--- src/include/acs_pkg.sv ---
/*
 * Shared constants and types of the converter start/read control block.
 * Assumes a 50 MHz system clock and a 32-bit classic Wishbone register bus.
 */
package acs_pkg;

   // ****************************************************************
   // Clock and conversion timing
   // ****************************************************************
   localparam int unsigned CLK_MHZ       = 50;
   localparam int unsigned T_BIT_NS      = 600;   // Time spent on one bit decision
   localparam int unsigned BIT_CYCLES    = (T_BIT_NS * CLK_MHZ + 999) / 1000;
   localparam int unsigned SYNC_LATENCY  = 2;

   // ****************************************************************
   // Result format
   // ****************************************************************
   localparam int unsigned RES_W         = 12;
   localparam int unsigned BYTE_W        = 8;
   localparam int unsigned NIB_W         = 4;
   localparam logic [3:0]  MSB_IDX       = 4'hB;
   localparam logic [3:0]  LAST_IDX_12   = 4'h0;
   localparam logic [3:0]  LAST_IDX_8    = 4'h4;
   localparam logic [11:0] OE_N_ALL_OFF  = 12'hFFF;
   localparam logic [11:0] OE_N_WORD     = 12'h000;
   localparam logic [11:0] OE_N_BYTE     = 12'hF00;

   // ****************************************************************
   // Register map (byte addresses)
   // ****************************************************************
   localparam int unsigned ADR_W         = 4;
   localparam logic [3:0]  ADR_CTRL      = 4'h0;
   localparam logic [3:0]  ADR_STATUS    = 4'h4;
   localparam logic [3:0]  ADR_RESULT    = 4'h8;
   localparam int unsigned CTRL_PIN_EN   = 0;
   localparam int unsigned CTRL_SW_GO    = 1;
   localparam int unsigned CTRL_SW_LEN8  = 2;
   localparam int unsigned ST_BUSY       = 0;
   localparam int unsigned ST_LEN8       = 1;
   localparam int unsigned ST_RES_VALID  = 2;
   localparam int unsigned RES_LEN8_BIT  = 12;
   localparam logic        PIN_EN_RST    = 1'b1;

   // ****************************************************************
   // Types
   // ****************************************************************
   typedef enum logic [1:0] {
      ACS_IDLE = 2'b00,
      ACS_BIT  = 2'b01,
      ACS_PUSH = 2'b10,
      ACS_DONE = 2'b11
   } acs_state_e;

   typedef struct packed {
      logic ce;
      logic cs_n;
      logic rc;
      logic length_byte_select;
      logic width_sel;
   } acs_pins_s;

   typedef struct packed {
      logic             len8;
      logic [RES_W-1:0] code;
   } acs_result_s;

endpackage

--- src/hw/acs_sync.sv ---
/*
 * Two-flop synchroniser for a bundle of asynchronous level inputs.
 * Assumes inputs are levels; only the second stage is visible outside.
 */
`timescale 1ns/100ps
module acs_sync #(
   parameter int unsigned W = 1
) (
   input  wire logic         clk_in,
   input  wire logic         nrst_in,
   input  wire logic         en_in,
   input  wire logic [W-1:0] d_in,
   output      logic [W-1:0] q_out
);
   typedef struct packed {
      logic [W-1:0] s1;
      logic [W-1:0] s2;
   } acs_sync_s;

   acs_sync_s r_reg;
   acs_sync_s r_next;

   if (W < 1) begin : g_bad_w
      $error("acs_sync: W must be at least 1");
   end

   always_comb begin
      r_next    = r_reg;
      r_next.s1 = d_in;
      r_next.s2 = r_reg.s1;
   end

   always_ff @(posedge clk_in or negedge nrst_in) begin
      if (!nrst_in) begin
         r_reg <= '0;
      end else if (en_in) begin
         r_reg <= r_next;
      end
   end

   assign q_out = r_reg.s2;
endmodule

--- src/hw/acs_buf2.sv ---
/*
 * Small FIFO with valid/ready on both sides; two entries by default.
 * Assumes one clock; full and empty are exact, the writer is stalled when full.
 */
`timescale 1ns/100ps
module acs_buf2 #(
   parameter int unsigned W     = 13,
   parameter int unsigned DEPTH = 2
) (
   input  wire logic         clk_in,
   input  wire logic         nrst_in,
   input  wire logic         en_in,
   input  wire logic         in_valid_in,
   input  wire logic [W-1:0] in_data_in,
   output      logic         in_ready_out,
   output      logic         out_valid_out,
   output      logic [W-1:0] out_data_out,
   input  wire logic         out_ready_in
);
   localparam int unsigned PW = (DEPTH > 1) ? $clog2(DEPTH) : 1;
   localparam int unsigned CW = $clog2(DEPTH + 1);

   typedef struct packed {
      logic [DEPTH-1:0][W-1:0] mem;
      logic [PW-1:0]           wr_ptr;
      logic [PW-1:0]           rd_ptr;
      logic [CW-1:0]           count;
   } acs_buf_s;

   acs_buf_s r_reg;
   acs_buf_s r_next;
   logic     push;
   logic     pop;

   if (DEPTH < 2 || (DEPTH & (DEPTH - 1)) != 0) begin : g_bad_depth
      $error("acs_buf2: DEPTH must be a power of two, at least 2");
   end

   assign in_ready_out  = (r_reg.count != CW'(DEPTH));
   assign out_valid_out = (r_reg.count != '0);
   assign out_data_out  = r_reg.mem[r_reg.rd_ptr];
   assign push          = in_valid_in & in_ready_out;
   assign pop           = out_valid_out & out_ready_in;

   always_comb begin
      r_next = r_reg;
      if (push) begin
         r_next.mem[r_reg.wr_ptr] = in_data_in;
         r_next.wr_ptr            = r_reg.wr_ptr + PW'(1);
      end
      if (pop) begin
         r_next.rd_ptr = r_reg.rd_ptr + PW'(1);
      end
      r_next.count = r_reg.count + CW'(push) - CW'(pop);
   end

   always_ff @(posedge clk_in or negedge nrst_in) begin
      if (!nrst_in) begin
         r_reg <= '0;
      end else if (en_in) begin
         r_reg <= r_next;
      end
   end
endmodule

--- src/hw/acs_conv_ctrl.sv ---
/*
 * Start/read control of a 12-bit successive approximation converter,
 * with a Wishbone register port and a two-entry result stream.
 * Assumes pins and comparator are asynchronous; bus is on CLK_IN.
 */
// Functional notes
// - Last control to reach start state triggers conversion
// - Simultaneous control changes accepted, same start delay
// - Busy high exactly during conversion
// - Data drivers off while converting
// - Control transitions during conversion do not restart it
// - Start transition while busy relatches length
// - Nothing happens unless enable high, select low; software starts need neither
// - Three start events: enable, select, read/convert
// - Length select one gives 8 bits, zero 12
// - Read/convert low converts, high reads
// - Word read drives all 12 bits
// - Byte read, length high: low nibble, four zeros
// - Only length latched; 8-bit leaves four LSBs zero
// - Busy falls after result latched on outputs; here busy falls on the edge that latches result, and DB_OUT loads it later
// - Outputs on only if read, idle, enabled, selected
`timescale 1ns/100ps
module acs_conv_ctrl #(
   parameter int unsigned CYCLES_PER_BIT = acs_pkg::BIT_CYCLES,
   parameter int unsigned BUF_DEPTH      = 2
) (
   input  wire logic        CLK_IN,
   input  wire logic        NRST_IN,
   input  wire logic        CLK_EN_IN,
   // Converter control pins
   input  wire logic        CE_IN,
   input  wire logic        CS_N_IN,
   input  wire logic        RC_IN,
   input  wire logic        LENGTH_BYTE_SELECT_IN,
   input  wire logic        WIDTH_SEL_IN,
   input  wire logic        COMP_IN,
   output      logic        BUSY_FLAG_OUT,
   output      logic        HOLD_OUT,
   output      logic [11:0] DAC_CODE_OUT,
   output      logic [11:0] DB_OUT,
   output      logic [11:0] DB_OE_N_OUT,
   // Wishbone slave
   input  wire logic        WB_CYC_IN,
   input  wire logic        WB_STB_IN,
   input  wire logic        WB_WE_IN,
   input  wire logic [3:0]  WB_ADR_IN,
   input  wire logic [3:0]  WB_SEL_IN,
   input  wire logic [31:0] WB_DAT_IN,
   output      logic [31:0] WB_DAT_OUT,
   output      logic        WB_ACK_OUT
);

   // ****************************************************************
   // Types and checks
   // ****************************************************************
   localparam int unsigned CNT_W = 8;

   typedef struct packed {
      acs_pkg::acs_state_e state;
      logic                start_lvl_q;
      logic                len8;
      logic [3:0]          bit_idx;
      logic [CNT_W-1:0]    cnt;
      logic [11:0]         trial;
      logic [11:0]         result;
      logic                res_len8;
      logic                busy;
      logic [11:0]         db;
      logic [11:0]         db_oe_n;
      logic                pin_en;
      logic                ack;
      logic [31:0]         dat;
   } acs_ctrl_s;

   // Drivers off and pin starts allowed out of reset
   localparam acs_ctrl_s RST_VAL = '{
      state:   acs_pkg::ACS_IDLE,
      db_oe_n: acs_pkg::OE_N_ALL_OFF,
      pin_en:  acs_pkg::PIN_EN_RST,
      default: '0
   };

   // Comparator needs its sync latency before the decision is taken
   if (CYCLES_PER_BIT < acs_pkg::SYNC_LATENCY + 1 || CYCLES_PER_BIT > 255) begin : g_bad_cpb
      $error("acs_conv_ctrl: CYCLES_PER_BIT out of range 3..255");
   end

   acs_ctrl_s          r_reg;
   acs_ctrl_s          r_next;
   acs_pkg::acs_pins_s pins_raw;
   acs_pkg::acs_pins_s pins;
   logic               comp_s;
   logic               buf_in_ready;
   logic               buf_out_valid;
   acs_pkg::acs_result_s buf_out_data;
   acs_pkg::acs_result_s buf_in_data;
   logic               buf_in_valid;
   logic               buf_pop;

   // ****************************************************************
   // Input synchronisers
   // ****************************************************************
   assign pins_raw = '{ce: CE_IN, cs_n: CS_N_IN, rc: RC_IN,
                       length_byte_select: LENGTH_BYTE_SELECT_IN, width_sel: WIDTH_SEL_IN};

   acs_sync #(.W($bits(acs_pkg::acs_pins_s))) u_pin_sync (
      .clk_in  (CLK_IN),
      .nrst_in (NRST_IN),
      .en_in   (CLK_EN_IN),
      .d_in    (pins_raw),
      .q_out   (pins)
   );

   // Decision lags the trial code by the two sync stages
   acs_sync #(.W(1)) u_comp_sync (
      .clk_in  (CLK_IN),
      .nrst_in (NRST_IN),
      .en_in   (CLK_EN_IN),
      .d_in    (COMP_IN),
      .q_out   (comp_s)
   );

   // ****************************************************************
   // Result stream toward software
   // ****************************************************************
   assign buf_in_valid = (r_reg.state == acs_pkg::ACS_PUSH);
   assign buf_in_data  = '{len8: r_reg.len8, code: r_reg.trial};

   acs_buf2 #(.W($bits(acs_pkg::acs_result_s)), .DEPTH(BUF_DEPTH)) u_res_buf (
      .clk_in        (CLK_IN),
      .nrst_in       (NRST_IN),
      .en_in         (CLK_EN_IN),
      .in_valid_in   (buf_in_valid),
      .in_data_in    (buf_in_data),
      .in_ready_out  (buf_in_ready),
      .out_valid_out (buf_out_valid),
      .out_data_out  (buf_out_data),
      .out_ready_in  (buf_pop)
   );

   // ****************************************************************
   // Control logic
   // ****************************************************************
   logic bus_req;
   logic wr_ctrl;
   logic sw_go;
   logic start_lvl;
   logic start_evt;
   logic read_lvl;
   logic can_start;
   logic [3:0] last_idx;

   // Ack blocks a second take while the master still holds stb
   assign bus_req = WB_CYC_IN & WB_STB_IN & ~r_reg.ack;
   assign wr_ctrl = bus_req & WB_WE_IN & WB_SEL_IN[0] & (WB_ADR_IN == acs_pkg::ADR_CTRL);
   assign sw_go   = wr_ctrl & WB_DAT_IN[acs_pkg::CTRL_SW_GO];
   // Reading an empty buffer answers zero and pops nothing
   assign buf_pop = bus_req & ~WB_WE_IN & (WB_ADR_IN == acs_pkg::ADR_RESULT) & buf_out_valid;

   // ****************************************************************
   // Next state
   // ****************************************************************

   always_comb begin
      r_next    = r_reg;
      r_next.ack = 1'b0;

      // One level covering all three start edges; rises on whichever input is last
      start_lvl = r_reg.pin_en & pins.ce & ~pins.cs_n & ~pins.rc;
      start_evt = start_lvl & ~r_reg.start_lvl_q;
      r_next.start_lvl_q = start_lvl;
      // Done behaves as idle, so a start may follow at once
      can_start = (r_reg.state == acs_pkg::ACS_IDLE) || (r_reg.state == acs_pkg::ACS_DONE);
      // Read at every bit end, so a relatched length acts late
      last_idx  = r_reg.len8 ? acs_pkg::LAST_IDX_8 : acs_pkg::LAST_IDX_12;

      // Software register writes
      if (wr_ctrl) begin
         r_next.pin_en = WB_DAT_IN[acs_pkg::CTRL_PIN_EN];
      end

      unique case (r_reg.state)
         acs_pkg::ACS_IDLE, acs_pkg::ACS_DONE: begin
            r_next.state = acs_pkg::ACS_IDLE;
         end
         acs_pkg::ACS_BIT: begin
            r_next.cnt = r_reg.cnt + CNT_W'(1);
            if (r_reg.cnt == CNT_W'(CYCLES_PER_BIT - 1)) begin
               r_next.cnt = '0;
               // Comparator low: trial too high, drop the bit
               if (!comp_s) begin
                  r_next.trial[r_reg.bit_idx] = 1'b0;
               end
               // 8-bit stops early, so bits below never get set
               if (r_reg.bit_idx == last_idx) begin
                  r_next.state = acs_pkg::ACS_PUSH;
               end else begin
                  r_next.bit_idx = r_reg.bit_idx - 4'h1;
                  r_next.trial[r_reg.bit_idx - 4'h1] = 1'b1;
               end
            end
         end
         acs_pkg::ACS_PUSH: begin
            // Stalled here while the stream is full; busy stays high meanwhile
            if (buf_in_ready) begin
               r_next.result   = r_reg.trial;
               r_next.res_len8 = r_reg.len8;
               r_next.state    = acs_pkg::ACS_DONE;
            end
         end
      endcase

      // Starts from pins or software; while busy a pin start only relatches the length
      if (start_evt || sw_go) begin
         if (can_start) begin
            r_next.state   = acs_pkg::ACS_BIT;
            r_next.len8    = sw_go ? WB_DAT_IN[acs_pkg::CTRL_SW_LEN8]
                                   : pins.length_byte_select;
            r_next.bit_idx = acs_pkg::MSB_IDX;
            r_next.cnt     = '0;
            r_next.trial   = '0;
            r_next.trial[acs_pkg::MSB_IDX] = 1'b1;
         end else if (start_evt) begin
            r_next.len8 = pins.length_byte_select;
         end
      end

      // Busy only in the converting states; falls on the same edge the result is latched
      r_next.busy = (r_next.state == acs_pkg::ACS_BIT) ||
                    (r_next.state == acs_pkg::ACS_PUSH);

      // Data drivers
      read_lvl = pins.ce & ~pins.cs_n & pins.rc & ~r_reg.busy & ~r_next.busy;
      // Drivers follow the synced pins; off by default each cycle
      r_next.db_oe_n = acs_pkg::OE_N_ALL_OFF;
      if (read_lvl) begin
         if (pins.width_sel) begin
            r_next.db_oe_n = acs_pkg::OE_N_WORD;
            r_next.db      = r_reg.result;
         end else begin
            r_next.db_oe_n = acs_pkg::OE_N_BYTE;
            if (pins.length_byte_select) begin
               r_next.db = {4'h0, r_reg.result[acs_pkg::NIB_W-1:0], 4'h0};
            end else begin
               r_next.db = {4'h0, r_reg.result[acs_pkg::RES_W-1:acs_pkg::NIB_W]};
            end
         end
      end

      // Bus answers: one-cycle ack, unmapped reads give zero
      if (bus_req) begin
         r_next.ack = 1'b1;
         r_next.dat = '0;
         if (!WB_WE_IN) begin
            unique case (WB_ADR_IN)
               acs_pkg::ADR_CTRL: begin
                  r_next.dat[acs_pkg::CTRL_PIN_EN] = r_reg.pin_en;
               end
               acs_pkg::ADR_STATUS: begin
                  r_next.dat[acs_pkg::ST_BUSY]      = r_reg.busy;
                  r_next.dat[acs_pkg::ST_LEN8]      = r_reg.len8;
                  r_next.dat[acs_pkg::ST_RES_VALID] = buf_out_valid;
               end
               acs_pkg::ADR_RESULT: begin
                  if (buf_out_valid) begin
                     r_next.dat[acs_pkg::RES_W-1:0]       = buf_out_data.code;
                     r_next.dat[acs_pkg::RES_LEN8_BIT]    = buf_out_data.len8;
                  end
               end
               default: begin
                  r_next.dat = '0;
               end
            endcase
         end
      end
   end

   // ****************************************************************
   // State register
   // ****************************************************************

   always_ff @(posedge CLK_IN or negedge NRST_IN) begin
      if (!NRST_IN) begin
         r_reg <= RST_VAL;
      end else if (CLK_EN_IN) begin
         r_reg <= r_next;
      end
   end

   // ****************************************************************
   // Outputs
   // ****************************************************************
   assign BUSY_FLAG_OUT = r_reg.busy;
   // Sample/hold stays in hold for exactly the busy time
   assign HOLD_OUT      = r_reg.busy;
   assign DAC_CODE_OUT  = r_reg.trial;
   assign DB_OUT        = r_reg.db;
   assign DB_OE_N_OUT   = r_reg.db_oe_n;
   assign WB_DAT_OUT    = r_reg.dat;
   assign WB_ACK_OUT    = r_reg.ack;
endmodule

--- config.mk ---
export PLATFORM = sky130hd
export DESIGN_NAME = acs_conv_ctrl
export DESIGN_NICKNAME = d
export VERILOG_FILES = /design/src/include/acs_pkg.sv /design/src/hw/acs_sync.sv /design/src/hw/acs_buf2.sv /design/src/hw/acs_conv_ctrl.sv
export SDC_FILE = /design/constraint.sdc
export NUM_CORES = 1
export LEC_CHECK = 0
export BUFFER_PORTS_ARGS = -buffer_cell sky130_fd_sc_hd__buf_2
export CAP_MARGIN = 20
export CORE_AREA = 5 5 110 112
export CTS_CLUSTER_SIZE = 28
export DETAILED_ROUTE_END_ITERATION = 6
export DIE_AREA = 0 0 115 117
export GPL_TIMING_DRIVEN = 0
export PLACE_DENSITY = 0.84
export SLEW_MARGIN = 20
export SYNTH_ARGS = -nofsm -noshare
export SYNTH_HDL_FRONTEND = slang
export SYNTH_SLANG_ARGS = --single-unit
export TNS_END_PERCENT = 1
--- constraint.sdc ---
create_clock -name CLK_IN -period 6.4 [get_ports CLK_IN]
set_clock_uncertainty 0.05 [all_clocks]
set_input_delay 1.6 -clock CLK_IN [delete_from_list [all_inputs] [get_ports CLK_IN]]
set_output_delay 1.6 -clock CLK_IN [all_outputs]
set_load 0.01 [all_outputs]
==> impl_metrics.csv <==
group,metric,value,unit
outcome,status,"finished clean",
cts,numCtsBuffers,9,
power_and_ir_drop,power_frac_seq,47.1,%
power_and_ir_drop,powerDensity,258,mW/mm²
die,ios,123,
cells_and_area,largest_reg_flops,30,
power_and_ir_drop,combPwrFrac,20.4,%
global_route,grt_pass1_wl,21700,µm
drt,postRouteAntennaNets,0,
sta,drv_slew,0,
cells_and_area,finalNonFillerCells,774,
cells_and_area,fill_cells,888,
synthesis,ys_seq_elements,112,
global_route,antenna_found_initial,0,
die,initial_core_util,53.2,%
power_and_ir_drop,clkPwrFrac,32.5,%
worst_setup_path,critical_path_required,6.59,ns
cells_and_area,final_area,0.00686,mm²
cts,htreeDepth,3,
cts,cts_tree,"built",
cells_and_area,multi_input_area,0.00250,mm²
cts,cts_hold_buffers,0,
drt,drc,0,
power_and_ir_drop,power_leakage,3.41,nW
drt,drt_first_pass_iters,5,
worst_setup_path,r2r_slack,3.83,ns
placed_design,dpl.cell_count,758,
worst_setup_path,cp-end-kind,"register",
cts,worstSkewPairLatency,0.36,ns
drt,viasPerCell,5.57,
sta,final.setup.tns,0,ns
worst_setup_path,arrival,3.77,ns
die,rows,39,
power_and_ir_drop,p_int,0.00122,W
cts,cts_resized,0,
sta,final-setup-viol-count,0,
sta,worst_pin_slew,0.749,ns
placed_design,dp_hpwl,9430,µm
sta,post-route-period-util,55.9,%
worst_setup_path,crit_fanout,10,
synthesis,synthTopCellsByCount,"dfrtp_1 (109), buf_4 (70), mux2_2 (56)",
worst_setup_path,rr_endpoint,"u_res_buf.r_reg[1]$_DFFE_PN0P_",
worst_setup_path,worstPathCellList,"buf_2 -> nand2b_1 -> nor4_1 -> nand2b_1 -> clkbuf_1 -> nor2_1 -> ha_1 -> inv_1 -> ha_1 -> xor2_1 -> nand2_1 -> xnor2_1",
placed_design,placed_cell_area,0.00655,mm²
global_route,grt_max_degree,62,
worst_setup_path,startpoint_type,"input port",
worst_hold_path,hp-start,"WB_DAT_OUT[10]$_DFFE_PN0P_",
placed_design,numPortBuffers,71,
worst_setup_path,criticalPathCategory,"in2reg",
synthesis,syn_inst,525,
worst_setup_path,cpMaxStageDelayCell,"nor4_1",
sta,hold_violations,0,
synthesis,synth_warnings,0,
drt,via_count,4310,
placed_design,pre_cts_ws,2.51,ns
synthesis,async_flop_share,100,%
sta,min_period,3.58,ns
synthesis,synth_edf_count,0,
drt,routedWlPerCell,17.1,µm
cells_and_area,syn_to_final_growth,16.0,%
sta,grt_setup_unrepaired,"false",
cts,clock-sinks,112,
synthesis,yosys.area.top_type_share,46.1,%
placed_design,routabilityCongestion,0.866,
cts,clk_pin_slew,0.08,ns
drt,totalWireLength,13300,µm
synthesis,mappedNetlistArea,0.00591,mm²
cts,clockBufferDepth,2,
synthesis,yosysSeqAreaShare,47.5,%
cells_and_area,fin_nets,688,
synthesis,yosys-top-cells-area,"dfrtp_1 (46%), mux2_2 (11%), buf_4 (8.9%)",
synthesis,ys.flop_type,"dfrtp_1",
worst_hold_path,holdPathStages,2,
synthesis,synth_cell_types,66,
cts,clockRootBuffer,"clkbuf_16",
die,die_w,115,µm
global_route,grt_pass1_vias,4326,
worst_hold_path,holdPathEnd,"WB_DAT_OUT[10]$_DFFE_PN0P_",
cells_and_area,antenna_cells,0,
sta,relSlewSlack,50.1,%
global_route,grt_usage,20.5,%
flow_run,maxCapViolCount,0,
worst_setup_path,slowest_delay,0.34,ns
cells_and_area,final_layout_size_suffix_gt1_share,37.9,%
power_and_ir_drop,p_sw_share,31.1,%
synthesis,synth.avg_cell_area,11.3,µm²
worst_setup_path,r2r.worst_path.cells,11,
worst_setup_path,worstReg2RegStart,"u_res_buf.r_reg[1]$_DFFE_PN0P_",
global_route,overflow,0,
die,dieHeight,117,µm
worst_hold_path,hold_path.class,"reg2reg",
die,dieArea,0.0135,mm²
synthesis,yosys.area.top_type,"dfrtp_1",
power_and_ir_drop,peakVddDrop,0.126,mV
synthesis,yosysMostFrequentCell,"dfrtp_1",
cells_and_area,seq_area,0.00281,mm²
cts,cts_setup_buffers,0,
sta,max_freq,280,MHz
sta,setup_ws,2.82,ns
drt,drt_iter0_markers,243,
die,coreArea,0.0111,mm²
power_and_ir_drop,p_switching,0.000550,W
-- cells by family (layout without fill, tap and decap cells) --
kind of cell	after synthesis	after routing	synth area share (%)
XOR/XNOR	7	7	1.04
AND/OR/NAND/NOR	124	124	12.0
multiplexers	81	81	15.2
buffers and inverters	108	196	11.4
adder cells (fa/ha/maj)	10	10	2.12
flip-flops	112	112	47.5
AO/OA/AOI/OAI	82	82	10.7
other	1	19	0.0634
-- worst max path at each step --
stage	from	to
global placement	NRST_IN	WB_DAT_OUT[6]$_DFFE_PN0P_
detailed placement	WB_ADR_IN[2]	u_res_buf.r_reg[1]$_DFFE_PN0P_
finish	WB_ADR_IN[2]	u_res_buf.r_reg[1]$_DFFE_PN0P_
global route	WB_ADR_IN[2]	u_res_buf.r_reg[1]$_DFFE_PN0P_
CTS	WB_ADR_IN[2]	u_res_buf.r_reg[1]$_DFFE_PN0P_
floorplan	WB_ADR_IN[2]	u_res_buf.r_reg[1]$_DFFE_PN0P_
-- through the flow --
| step | utilization [%] | hold WS [ns] | power, W |
|---|---|---|---|
| 3_5_place_dp | 58.9 | 0.421 | 0.00120 |
| 5_1_grt | 61.6 | 0.460 | 0.00185 |
| 3_3_place_gp | 58.6 | 0.411 | 0.00118 |
| 2_1_floorplan | - | 0.399 | 0.00108 |
| 4_1_cts | 61.6 | 0.439 | 0.00177 |
| 6_report | 61.6 | 0.438 | 0.00177 |
-- per-layer routing --
metal | vias to the layer above | share of wire [%] | GRT usage (%)
li1 | 1984 | - | -
met1 | 2150 | 41 | 25.3
met2 | 148 | 51 | 35.7
met3 | 28 | 4.7 | 3.65
met4 | 0 | 2.6 | 8.61
met5 | - | 0 | 0
-- placed cells by master, fill, tap and decap left out, types with 5 or more instances in the layout --
| master | count |
|---|---|
| clkbuf_1 | 13 |
| ha_1 | 10 |
| a32o_1 | 5 |
| o21ai_0 | 18 |
| inv_1 | 19 |
| a22o_1 | 12 |
| mux2_2 | 56 |
| a22oi_1 | 5 |
| mux2i_1 | 21 |
| nand3_1 | 14 |
| conb_1 | 19 |
| buf_2 | 71 |
| nand4_1 | 5 |
| nand2b_1 | 6 |
| buf_4 | 70 |
| nand2_1 | 50 |
| nor2_1 | 13 |
| clkbuf_16 | 9 |
| o31ai_1 | 10 |
| dfrtp_1 | 109 |
-- area by class of cell --
cell class	instances	area share, %
repair buffers	72	5.67
multi-input cells	323	36.4
inverters	20	1.09
plain buffers	88	8.78
clock buffers	10	3.48
flip-flops and latches	112	40.9
clock inverters	6	1.00
well taps	143	2.61
-- power groups by stage --
| stage | Sequential (W) | Clock [W] | Combinational [W] |
|---|---|---|---|
| CTS | 0.000832 | 0.000579 | 0.000362 |
| floorplan | 0.000825 | 0 | 0.000252 |
| global route | 0.000842 | 0.000610 | 0.000398 |
| detailed placement | 0.000845 | 0 | 0.000358 |
| global placement | 0.000840 | 0 | 0.000341 |
| finish | 0.000832 | 0.000574 | 0.000361 |
-- critical path: cells and delay by family --
| family | cells | cell delay [ns] |
|---|---|---|
| simple gates | 5 | 0.94 |
| buf+inv | 3 | 0.47 |
| xor+xnor | 2 | 0.34 |
| fa+ha+maj | 2 | 0.42 |
(Power assumes the default switching activity.)
